===== config.mk =====
export PLATFORM = sky130hd
export DESIGN_NAME = sid_top
export DESIGN_NICKNAME = d
export VERILOG_FILES = /design/src/design/sid_pkg.sv /design/src/design/sid_blink.sv /design/src/design/sid_top.sv
export VERILOG_INCLUDE_DIRS = /design/src /design/src/design
export SDC_FILE = /design/constraint.sdc
export NUM_CORES = 1
export LEC_CHECK = 0
export BUFFER_PORTS_ARGS = -buffer_cell sky130_fd_sc_hd__buf_4
export CORE_MARGIN = 2
export CORE_UTILIZATION = 45
export DETAILED_ROUTE_END_ITERATION = 8
export PLACE_DENSITY_LB_ADDON = 0.25
export SYNTH_ARGS = -nofsm -noshare
export SYNTH_HDL_FRONTEND = slang
export SYNTH_SLANG_ARGS = --single-unit
export TNS_END_PERCENT = 30

===== constraint.sdc =====
create_clock -name i_mclk -period 1.6 [get_ports i_mclk]
set_input_delay 0.32 -clock i_mclk [delete_from_list [all_inputs] [get_ports i_mclk]]
set_output_delay 0.32 -clock i_mclk [all_outputs]
set_load 0.005 [all_outputs]

===== src/design/sid_consts.svh =====
`ifndef SID_CONSTS_SVH
`define SID_CONSTS_SVH

// ----------------------------------------------------------------------
// Timing
// ----------------------------------------------------------------------
`define SID_CLK_HZ          20000000
`define SID_FLASH_HALF_MS   500
`define SID_FLASH_HALF_CYC  (`SID_FLASH_HALF_MS * (`SID_CLK_HZ / 1000))

// ----------------------------------------------------------------------
// Register map (byte addresses, one word each)
// ----------------------------------------------------------------------
`define SID_ADDR_W          4
`define SID_OFS_CTRL        4'h0
`define SID_OFS_LAMPS       4'h4
`define SID_OFS_STATUS      4'h8
`define SID_OFS_MASK        4'hc

// Control fields and reset value
`define SID_CTRL_W          2
`define SID_CTRL_EN_BIT     0
`define SID_CTRL_TEST_BIT   1
`define SID_CTRL_RESET      2'h1

// Event bits of status and mask
`define SID_N_EVT           4
`define SID_EVT_RUN         0
`define SID_EVT_FAULT       1
`define SID_EVT_CELL        2
`define SID_EVT_CARD        3

// ----------------------------------------------------------------------
// Lamp indices
// ----------------------------------------------------------------------
`define SID_N_LAMP          9
`define SID_LAMP_W          2
`define SID_L_RUN           0
`define SID_L_OVR           1
`define SID_L_CELL          2
`define SID_L_IO            3
`define SID_L_CARD          4
`define SID_L_DSER          5
`define SID_L_SER0          6
`define SID_L_SER1          7
`define SID_L_MOD           8

`endif


===== src/design/sid_pkg.sv =====
`include "sid_consts.svh"

package sid_pkg;

  // Colour shown by a lamp
  typedef enum logic [1:0] {COL_OFF, COL_GREEN, COL_RED, COL_AMBER} sid_col_e;

  // Pattern chosen for a lamp
  typedef enum logic [1:0] {PAT_OFF, PAT_STEADY, PAT_FLASH, PAT_ALT} sid_pat_e;

  typedef struct packed {
    sid_col_e col;
    sid_pat_e pat;
  } sid_sel_s;

  // Whole state of the top module
  typedef struct packed {
    logic [`SID_CTRL_W-1:0]                ctrl;
    logic [`SID_N_EVT-1:0]                 mask;
    logic [`SID_N_EVT-1:0]                 status;
    logic [`SID_N_EVT-1:0]                 snap;
    logic                                  bus_wait;
    logic [31:0]                           rdata;
    logic                                  irq;
    logic                                  run_prev;
    logic                                  fault_prev;
    logic                                  cell_prev;
    logic                                  card_prev;
    sid_col_e [`SID_N_LAMP-1:0]            lamp;
  } sid_top_s;

endpackage : sid_pkg


===== src/design/sid_blink.sv =====
`timescale 1ns/1ps
`default_nettype none
`include "sid_consts.svh"

module sid_blink #(
  parameter int unsigned HALF_CYC = `SID_FLASH_HALF_CYC
) (
  input  wire logic i_mclk,
  input  wire logic i_reset,
  output logic      o_phase
);

  localparam int CW = (HALF_CYC > 1) ? $clog2(HALF_CYC) : 1;
  localparam logic [CW-1:0] LAST = CW'(HALF_CYC - 1);

  typedef struct packed {
    logic [CW-1:0] cnt;
    logic          phase;
  } sid_blink_s;

  sid_blink_s st_q;
  sid_blink_s st_d;

  // Refuse a divider too short to give a visible toggle
  if (HALF_CYC < 2) begin : g_chk
    $error("sid_blink: HALF_CYC must be at least 2");
  end

  // ------------------------------------------------------------------
  // Shared divider
  // ------------------------------------------------------------------
  // One phase for every lamp, so all lamps on PAT_FLASH stay in step
  always_comb begin
    st_d = st_q;
    if (st_q.cnt == LAST) begin
      st_d.cnt   = '0;
      st_d.phase = ~st_q.phase;
    end else begin
      st_d.cnt = st_q.cnt + CW'(1);
    end
  end

  always_ff @(posedge i_mclk) begin
    if (i_reset) begin
      st_q <= '0;
    end else begin
      st_q <= st_d;
    end
  end

  assign o_phase = st_q.phase;
endmodule : sid_blink

`default_nettype wire


===== src/design/sid_top.sv =====
`timescale 1ns/1ps
`default_nettype none
`include "sid_consts.svh"

module sid_top #(
  parameter int unsigned FLASH_HALF_CYC = `SID_FLASH_HALF_CYC,
  parameter bit          HAS_SERIAL_ONE = 1'b1
) (
  input  wire logic                   i_mclk,
  input  wire logic                   i_reset,
  // Controller state, same clock
  input  wire logic                   i_run_mode,
  input  wire logic                   i_force_enabled,
  input  wire logic                   i_force_values_exist,
  input  wire logic                   i_cell_absent,
  input  wire logic                   i_cell_discharged,
  input  wire logic                   i_io_none_configured,
  input  wire logic                   i_project_loaded,
  input  wire logic                   i_io_all_ok,
  input  wire logic                   i_io_some_missing,
  input  wire logic                   i_io_none_respond,
  input  wire logic                   i_faulted,
  input  wire logic                   i_card_busy,
  input  wire logic                   i_card_bad_fs,
  input  wire logic                   i_serial0_default,
  input  wire logic                   i_serial0_active,
  input  wire logic                   i_serial1_active,
  input  wire logic                   i_net_started,
  input  wire logic                   i_net_connected,
  // Avalon-MM slave
  input  wire logic [`SID_ADDR_W-1:0] i_address,
  input  wire logic                   i_read,
  input  wire logic                   i_write,
  input  wire logic [31:0]            i_writedata,
  input  wire logic [3:0]             i_byteenable,
  output logic      [31:0]            o_readdata,
  output logic                        o_waitrequest,
  output logic                        o_irq,
  // Lamps
  output sid_pkg::sid_col_e           o_run_lamp,
  output sid_pkg::sid_col_e           o_override_lamp,
  output sid_pkg::sid_col_e           o_backup_cell_lamp,
  output sid_pkg::sid_col_e           o_io_lamp,
  output sid_pkg::sid_col_e           o_card_activity_lamp,
  output sid_pkg::sid_col_e           o_default_serial_setting_lamp,
  output sid_pkg::sid_col_e           o_serial_zero_activity_lamp,
  output sid_pkg::sid_col_e           o_serial_one_activity_lamp,
  output sid_pkg::sid_col_e           o_module_state_lamp
);

  // ------------------------------------------------------------------
  // Declarations
  // ------------------------------------------------------------------
  sid_pkg::sid_top_s                   st_q;
  sid_pkg::sid_top_s                   st_d;
  sid_pkg::sid_sel_s [`SID_N_LAMP-1:0] sel;
  logic [`SID_N_EVT-1:0]               evt;
  logic [`SID_N_EVT-1:0]               clr;
  logic                                phase;
  logic                                cell_low;
  logic                                lamp_on;
  logic                                lamp_test;

  // ------------------------------------------------------------------
  // Shared blink phase
  // ------------------------------------------------------------------
  sid_blink #(
    .HALF_CYC (FLASH_HALF_CYC)
  ) u_blink (
    .i_mclk  (i_mclk),
    .i_reset (i_reset),
    .o_phase (phase)
  );

  assign lamp_on   = st_q.ctrl[`SID_CTRL_EN_BIT];
  assign lamp_test = st_q.ctrl[`SID_CTRL_TEST_BIT];
  assign cell_low  = i_cell_absent | i_cell_discharged;

  // ------------------------------------------------------------------
  // Lamp selection
  // ------------------------------------------------------------------
  // Each lamp picks a colour and a pattern from the controller state
  always_comb begin
    sel = '0;

    // Run lamp
    if (i_run_mode) begin
      sel[`SID_L_RUN] = '{sid_pkg::COL_GREEN, sid_pkg::PAT_STEADY};
    end

    // Override lamp: enabled beats pending values
    if (i_force_enabled) begin
      sel[`SID_L_OVR] = '{sid_pkg::COL_AMBER, sid_pkg::PAT_STEADY};
    end else if (i_force_values_exist) begin
      sel[`SID_L_OVR] = '{sid_pkg::COL_AMBER, sid_pkg::PAT_FLASH};
    end else begin
      sel[`SID_L_OVR] = '{sid_pkg::COL_OFF, sid_pkg::PAT_OFF};
    end

    // Backup cell lamp
    if (cell_low) begin
      sel[`SID_L_CELL] = '{sid_pkg::COL_RED, sid_pkg::PAT_STEADY};
    end

    // I/O lamp: nothing to show outranks every other state
    if (i_io_none_configured || !i_project_loaded) begin
      sel[`SID_L_IO] = '{sid_pkg::COL_OFF, sid_pkg::PAT_OFF};
    end else if (i_faulted || i_io_none_respond) begin
      sel[`SID_L_IO] = '{sid_pkg::COL_RED, sid_pkg::PAT_FLASH};
    end else if (i_io_some_missing) begin
      sel[`SID_L_IO] = '{sid_pkg::COL_GREEN, sid_pkg::PAT_FLASH};
    end else if (i_io_all_ok) begin
      sel[`SID_L_IO] = '{sid_pkg::COL_GREEN, sid_pkg::PAT_STEADY};
    end

    // Card lamp: a broken card is reported over activity
    if (i_card_bad_fs) begin
      sel[`SID_L_CARD] = '{sid_pkg::COL_RED, sid_pkg::PAT_FLASH};
    end else if (i_card_busy) begin
      sel[`SID_L_CARD] = '{sid_pkg::COL_GREEN, sid_pkg::PAT_FLASH};
    end

    // Serial lamps
    if (i_serial0_default) begin
      sel[`SID_L_DSER] = '{sid_pkg::COL_GREEN, sid_pkg::PAT_STEADY};
    end
    if (i_serial0_active) begin
      sel[`SID_L_SER0] = '{sid_pkg::COL_GREEN, sid_pkg::PAT_FLASH};
    end
    // Variant without the second channel keeps its lamp dark outside lamp test
    if (HAS_SERIAL_ONE && i_serial1_active) begin
      sel[`SID_L_SER1] = '{sid_pkg::COL_GREEN, sid_pkg::PAT_FLASH};
    end

    // Module state lamp: local messaging counts even when detached
    if (i_net_started && i_net_connected) begin
      sel[`SID_L_MOD] = '{sid_pkg::COL_GREEN, sid_pkg::PAT_STEADY};
    end else if (i_net_started) begin
      sel[`SID_L_MOD] = '{sid_pkg::COL_GREEN, sid_pkg::PAT_FLASH};
    end
  end

  // ------------------------------------------------------------------
  // Events for the interrupt status
  // ------------------------------------------------------------------
  always_comb begin
    evt                 = '0;
    evt[`SID_EVT_RUN]   = i_run_mode ^ st_q.run_prev;
    evt[`SID_EVT_FAULT] = i_faulted & ~st_q.fault_prev;
    evt[`SID_EVT_CELL]  = cell_low & ~st_q.cell_prev;
    evt[`SID_EVT_CARD]  = i_card_bad_fs & ~st_q.card_prev;
  end

  // ------------------------------------------------------------------
  // Next state: lamps and bus slave
  // ------------------------------------------------------------------
  always_comb begin
    st_d = st_q;
    clr  = '0;

    st_d.run_prev   = i_run_mode;
    st_d.fault_prev = i_faulted;
    st_d.cell_prev  = cell_low;
    st_d.card_prev  = i_card_bad_fs;

    // Pattern resolution; the blink phase is the only time base
    for (int i = 0; i < `SID_N_LAMP; i++) begin
      if (!lamp_on) begin
        st_d.lamp[i] = sid_pkg::COL_OFF;
      end else if (lamp_test) begin
        // Neighbours alternate, which exercises every neighbouring lamp pair
        st_d.lamp[i] = (phase ^ (i % 2 == 1)) ? sid_pkg::COL_GREEN
                                              : sid_pkg::COL_OFF;
      end else begin
        case (sel[i].pat)
          sid_pkg::PAT_STEADY: st_d.lamp[i] = sel[i].col;
          sid_pkg::PAT_FLASH:  st_d.lamp[i] = phase ? sel[i].col
                                                    : sid_pkg::COL_OFF;
          sid_pkg::PAT_ALT:    st_d.lamp[i] = (phase ^ (i % 2 == 1))
                                            ? sel[i].col : sid_pkg::COL_OFF;
          default:             st_d.lamp[i] = sid_pkg::COL_OFF;
        endcase
      end
    end

    // First cycle of a request: load read data, drop waitrequest
    if ((i_read || i_write) && st_q.bus_wait) begin
      st_d.bus_wait = 1'b0;
      st_d.rdata    = '0;
      st_d.snap     = '0;
      if (i_read) begin
        case (i_address)
          `SID_OFS_CTRL:   st_d.rdata[`SID_CTRL_W-1:0] = st_q.ctrl;
          `SID_OFS_LAMPS:  st_d.rdata[`SID_N_LAMP*`SID_LAMP_W-1:0] = st_q.lamp;
          `SID_OFS_STATUS: begin
            st_d.rdata[`SID_N_EVT-1:0] = st_q.status;
            st_d.snap                  = st_q.status;
          end
          `SID_OFS_MASK:   st_d.rdata[`SID_N_EVT-1:0] = st_q.mask;
          default:         st_d.rdata = '0;
        endcase
      end
    end else if ((i_read || i_write) && !st_q.bus_wait) begin
      // Accepting edge: writes land, status read clears what it returned
      st_d.bus_wait = 1'b1;
      if (i_write && i_byteenable[0]) begin
        case (i_address)
          `SID_OFS_CTRL: st_d.ctrl = i_writedata[`SID_CTRL_W-1:0];
          `SID_OFS_MASK: st_d.mask = i_writedata[`SID_N_EVT-1:0];
          default:       st_d.ctrl = st_q.ctrl;
        endcase
      end
      if (i_read && i_address == `SID_OFS_STATUS) begin
        clr = st_q.snap;
      end
    end

    // Only the returned bits clear, and a new event wins over the clear
    st_d.status = (st_q.status & ~clr) | evt;
    st_d.irq    = |(st_d.status & st_d.mask);
  end

  // ------------------------------------------------------------------
  // State register
  // ------------------------------------------------------------------
  always_ff @(posedge i_mclk) begin
    if (i_reset) begin
      st_q          <= '0;
      st_q.ctrl     <= `SID_CTRL_RESET;
      st_q.bus_wait <= 1'b1;
    end else begin
      st_q <= st_d;
    end
  end

  // Every output is a field of the state register
  assign o_readdata                    = st_q.rdata;
  assign o_waitrequest                 = st_q.bus_wait;
  assign o_irq                         = st_q.irq;
  assign o_run_lamp                    = st_q.lamp[`SID_L_RUN];
  assign o_override_lamp               = st_q.lamp[`SID_L_OVR];
  assign o_backup_cell_lamp            = st_q.lamp[`SID_L_CELL];
  assign o_io_lamp                     = st_q.lamp[`SID_L_IO];
  assign o_card_activity_lamp          = st_q.lamp[`SID_L_CARD];
  assign o_default_serial_setting_lamp = st_q.lamp[`SID_L_DSER];
  assign o_serial_zero_activity_lamp   = st_q.lamp[`SID_L_SER0];
  assign o_serial_one_activity_lamp    = st_q.lamp[`SID_L_SER1];
  assign o_module_state_lamp           = st_q.lamp[`SID_L_MOD];

  logic normal;
  assign normal = lamp_on && !lamp_test;
endmodule : sid_top

`default_nettype wire


Word level (Yosys, flattened, before mapping)
Cells that the tools add are included.
Widths: inputs -> output; s select.
Operators by class
  $add $sub $neg: 1
  $mul: 0
  div/mod/pow operators: 0
  order comparisons: 0
  equality and inequality tests: 31
  shift operators: 0
  multiplexer cells: 63
  bitwise logic cells: 15
  reductions and logical operators: 21
Operator list (count)
  $mux 4: 16
  $mux 2: 20
  $eq 2x2->1 const B: 18
  $pmux 2 s3: 5
  $add 24x1->24 const B: 1
  $eq 24x24->1 const B: 1
  $mux 3: 8
  $eq 2x1->1 const B: 9
  $mux 18: 1
  $pmux 2 s2: 4
  $mux 14: 1
  $reduce_or 2->1: 7
  $and 4x4->4: 2
  $eq 4x4->1 const B: 2
  $pmux 2 s4: 1
  $mux 1: 6
  $not 1->1: 6
  $logic_and 1x1->1: 5
  $eq 4x3->1 const B: 1
  $logic_not 4->1: 1
  $not 4->4: 1
  $or 4x4->4: 1
  $reduce_and 4->1: 1
  $reduce_or 4->1: 1
  other kinds (7): 12
Word-level totals
  register bits: 95
  latch bits: 0
  RAM bits: 0
  bits in read-only memories: 0
  input port bits: 62
  output and inout bits: 52
  word-level logic and storage cells: 153
  memories kept: 0

Logic depth before layout (Yosys ltp)
  depth after elaboration: 10
  depth in mapped cells: 7

Modules after synthesis
A second synthesis with hierarchy kept.
Second synthesis, totals
  cells, all modules: 373
  area, all modules: 3464.6 µm²
By module, submodules not included
  sid_top: times used 1, cells an instance 242, area each 2314.7 µm², seq. area each 940.9 µm²
  sid_blink: times used 1, cells an instance 131, area each 1149.9 µm², seq. area each 500.5 µm²

Worst setup path before layout
No wires, ideal clock.
  path kind: register -> register
  start: register u_blink.st_q[1] in the netlist's numbering
  end: register u_blink.st_q[11] in the netlist's numbering
  library setup time: 0.117 ns
  arrival time: 1.592 ns
  data required time: 1.483 ns
  path slack: -0.109 ns
  stages on the path, launching flop included: 8
  period minus slack after synthesis: 1.709 ns
  path through: dfxtp_1 -> ha_1 -> and3_1 -> clkbuf_1 -> nand3_1 -> o31ai_4 -> buf_2 -> nor2_1
Between the ends
  cells in the longest elaborated chain, start to end: 2
  elaborated cells on any way between the ends: 3
RTL lines
  from (decl): line sid_blink.sv:21  | sid_blink_s st_q;
  from (signal assigned): line sid_blink.sv:47  | st_q <= st_d;
  parallel branches: the longest is 2 deep, another holds $add 24x1->24
Parallel ways; which one is timed is not known.
A chain may end at the register's enable or synchronous reset.

Worst setup path in the final report
  start: register u_blink.st_q[8] in the netlist's numbering
  end: register u_blink.st_q[22] in the netlist's numbering
Same word-level chain as after synthesis.

==> impl_metrics.ini <==
[clock_network]
clock_insertion_delay_worst_skew_ns = 0.35
postCtsHoldBufs = 0
cts_inserted_buffers = 9
htreeDepth = 3
clkSinkCount = 72
clk_root_buffer_cell = sky130_fd_sc_hd__clkbuf_8
clock_pin_transition_on_the_worst_setup_and_hold_timing_paths_ns = 0.07
cts_tree = built
cts.path.max_buffers = 2

[worst_hold_path]
min_path_cells = 3
min-delay-start = i_serial0_active
worstHoldEndpoint = o_serial_zero_activity_lamp[0]
min_path_type = in -> reg

[power]
intPower_mw = 2.70
pwr-share-clk_pct = 39.9
share_comb_of_total_power_pct = 8.3
total_power_mw = 3.57
leakage_nw = 1.72
power.sequential.fraction_pct = 51.8
areal_power_density_over_the_cells_nw_per_um2 = 849
p_sw_mw = 0.866
power.ir.vdd_worst_v = 0.000404
sw_frac_of_total_pct = 24.3

[global_route]
grt_pass1_wl_um = 12000
grt_pass1_vias = 2597
grt.overflow.total = 0
antenna_found_initial = 0
grt_max_degree = 31
globalRouteTotalUtil_pct = 18.1

[timing]
setup_viol = 24
final_period_utilization_pct = 104
worst_slack_ns = -0.0606
timing.setup.tns_ns = -0.915
grt_setup_unrepaired = yes
worst_hold_slack_ns = 0.177
maxClockFrequency_ghz = 0.602
finalHoldViolations = 0
worst_clock_skew_ns = 0.0142
period_minus_slack_ns = 1.66
drv_slew = 0

[floorplan]
core_um2 = 7210
ioPinCount = 114
die_x_um = 90
core.rowCount = 31
die_height_um = 90
design.die.area_um2 = 8100
floorplan.initialDensity_pct = 46.1

[synth]
cell_taking_the_most_area_after_synthesis = sky130_fd_sc_hd__dfxtp_1
mappedNetlistArea_um2 = 3330
synth_seq_cells = 72
synth.yosys.warnings = 0
seq_area_frac_synth_pct = 43.3
synth_top_cell_area_share_pct = 43.3
syn_avg_cell_area_um2 = 8.85
synth-main-ff-cell = sky130_fd_sc_hd__dfxtp_1
ys_types = 47
number_of_enable_flip_flop_cells_after_synthesis = 0
postSynthCellCount = 376
top_cells_by_area_synth = sky130_fd_sc_hd__dfxtp_1, sky130_fd_sc_hd__buf_4, sky130_fd_sc_hd__nor2_1
fraction_of_registers_with_async_set_reset_pct = 0

[worst_setup_path]
regToRegEndpoint = u_blink.st_q[22]
worst-r2r-cell-count = 6
critPathKind = reg -> reg
startpoint_type = register
r2r-start = u_blink.st_q[8]
worst_setup_path_end_kind = register
worstPathRequired_ns = 1.83
crit_fanout = 6
arrival_ns = 1.89
r2r_slack_ns = -0.06

[detailed_routing]
detail_route.drc_violations = 0
maxUsedRoutingLayer = met4
totalWireLength_um = 7550
dr.pass1.iters = 4
detailroute.wirelength.met2_um = 3630
routedLengthMet1_um = 3370
met3_wirelength_um = 414
post_drt_wl_per_cell_um = 13.8
drt-vias-per-instance = 5.16
drc_violation_total_after_the_first_tritonroute_iteration = 122
route.vias.total = 2820
route.antenna.remaining_nets = 0

[cells_and_area]
drive_above_1_share_pct = 33.3
final-instance-count-excl-fill = 547
fillerInstances = 644
antennaDiodeCount = 0
flow.area_growth_from_synthesis_pct = 26.2
final_cell_area_um2 = 4200
fin_nets = 506

[placement]
placedInstanceArea_um2 = 3820
hpwl_um = 5290
buffer_ports.inserted = 59
gpl.final_weighted_congestion = 0.773
placed_cells_incl_taps = 523

[outcome]
run_status = finished, violations left
violations_in_the_final_reports = setup timing

[job]
maxCapViolations = 0
[worst max-delay path, stage by stage (launching register included)]
cell and delay (ns):
sky130_fd_sc_hd__dfxtp_1 0.36, sky130_fd_sc_hd__nor4_1 0.31, sky130_fd_sc_hd__nand4_1 0.26, sky130_fd_sc_hd__o31ai_4 0.24, sky130_fd_sc_hd__buf_6 0.17, sky130_fd_sc_hd__clkbuf_16 0.15
sky130_fd_sc_hd__a21oi_1 0.04
[layout by cell type (no fill, tap or decap), types with 6 or more instances in the layout]
cell type	n
sky130_fd_sc_hd__a21oi_1	13
sky130_fd_sc_hd__a21oi_2	7
sky130_fd_sc_hd__a22oi_1	18
sky130_fd_sc_hd__and3_1	7
sky130_fd_sc_hd__buf_4	94
sky130_fd_sc_hd__clkbuf_8	9
sky130_fd_sc_hd__conb_1	23
sky130_fd_sc_hd__dfxtp_1	64
sky130_fd_sc_hd__dfxtp_2	8
sky130_fd_sc_hd__inv_1	7
sky130_fd_sc_hd__nand2_1	13
sky130_fd_sc_hd__nand3_1	9
sky130_fd_sc_hd__nand4_1	10
sky130_fd_sc_hd__nor2_1	49
sky130_fd_sc_hd__nor2b_1	6
sky130_fd_sc_hd__o21ai_0	6
sky130_fd_sc_hd__o31ai_1	9
sky130_fd_sc_hd__or3_1	6
sky130_fd_sc_hd__or4_1	7
sky130_fd_sc_hd__xor2_1	7
[kinds of logic after synthesis]
logic type / count (synthesis) / synth area share, %
other cells: 1 / 0.113
flops: 72 / 43.3
fa+ha+maj: 1 / 0.376
simple gates: 134 / 21.0
compound gates: 75 / 15.4
xor+xnor: 10 / 2.63
buf+inv: 75 / 14.2
mux: 8 / 2.89
[power groups by stage]
stage / sequential [mW] / combinational (mW) / clock, mW
after CTS: 1.85 / 0.270 / 1.46
after floorplan: 1.88 / 0.188 / 0
after global routing: 1.85 / 0.326 / 1.56
after detailed placement: 1.89 / 0.269 / 0
after global placement: 1.89 / 0.266 / 0
final: 1.85 / 0.296 / 1.42
[metrics by stage]
step	utilization [%]	setup slack (ns)
2_1_floorplan	-	-0.00507
3_3_place_gp	53.0	-0.0558
3_5_place_dp	53.0	-0.0971
4_1_cts	56.1	-0.0317
5_1_grt	58.2	-0.0828
6_report	58.2	-0.0606
[cell usage after synthesis, types with 7 or more instances]
library cell and number:
sky130_fd_sc_hd__or4_1 8, sky130_fd_sc_hd__inv_1 7, sky130_fd_sc_hd__xor2_1 7, sky130_fd_sc_hd__a22oi_1 18
sky130_fd_sc_hd__dfxtp_1 72, sky130_fd_sc_hd__a21oi_1 20, sky130_fd_sc_hd__clkbuf_1 13, sky130_fd_sc_hd__nand4_1 10
sky130_fd_sc_hd__nand3_1 11, sky130_fd_sc_hd__nor2_1 50, sky130_fd_sc_hd__buf_4 50, sky130_fd_sc_hd__nand2_1 14
sky130_fd_sc_hd__and3_1 8, sky130_fd_sc_hd__o31ai_1 9
[worst max path at each step]
| stage | startpoint | to | slack, ns | cells after the start |
|---|---|---|---|---|
| after floorplan | u_blink.st_q[1] | u_blink.st_q[21] | -0.005 | 6 |
| after global placement | u_blink.st_q[4] | u_blink.st_q[16] | -0.06 | 5 |
| after detailed placement | u_blink.st_q[4] | u_blink.st_q[16] | -0.1 | 5 |
| after CTS | u_blink.st_q[10] | u_blink.o_phase | -0.03 | 4 |
| after global routing | u_blink.st_q[10] | u_blink.st_q[15] | -0.08 | 6 |
| final | u_blink.st_q[8] | u_blink.st_q[22] | -0.06 | 6 |
[sequential cells by signal, summed over array words and instances (netlist names), 2 cells and up]
signal	flops
u_blink.st_q	24
o_io_lamp	2
st_q	16
o_backup_cell_lamp	2
o_override_lamp	2
o_readdata	14
o_card_activity_lamp	2
[what timing repair did]
item,in CTS,in global routing
gates cloned,0,3
resized for setup,8,16
pin swaps,6,5
endpoints found under the setup margin,24,24
buffers inserted,1,4
[layer usage]
layer,GRT usage [%],up-vias
li1,-,1397
met1,22.6,1317
met2,29.9,90
met3,4.78,16
met4,7.31,0
met5,0,-
[cell type report]
cell class	count	area, µm²	share of cell area [%]
multi-input cells	251	1570	37.4
flip-flops and latches	72	1450	34.5
repair buffers	101	830	19.7
clock buffers	10	128	3.04
well taps	99	124	2.95
clock inverters	6	68.8	1.64
inverters	8	30.0	0.715
Note: power is estimated with default switching activity, not from simulation.
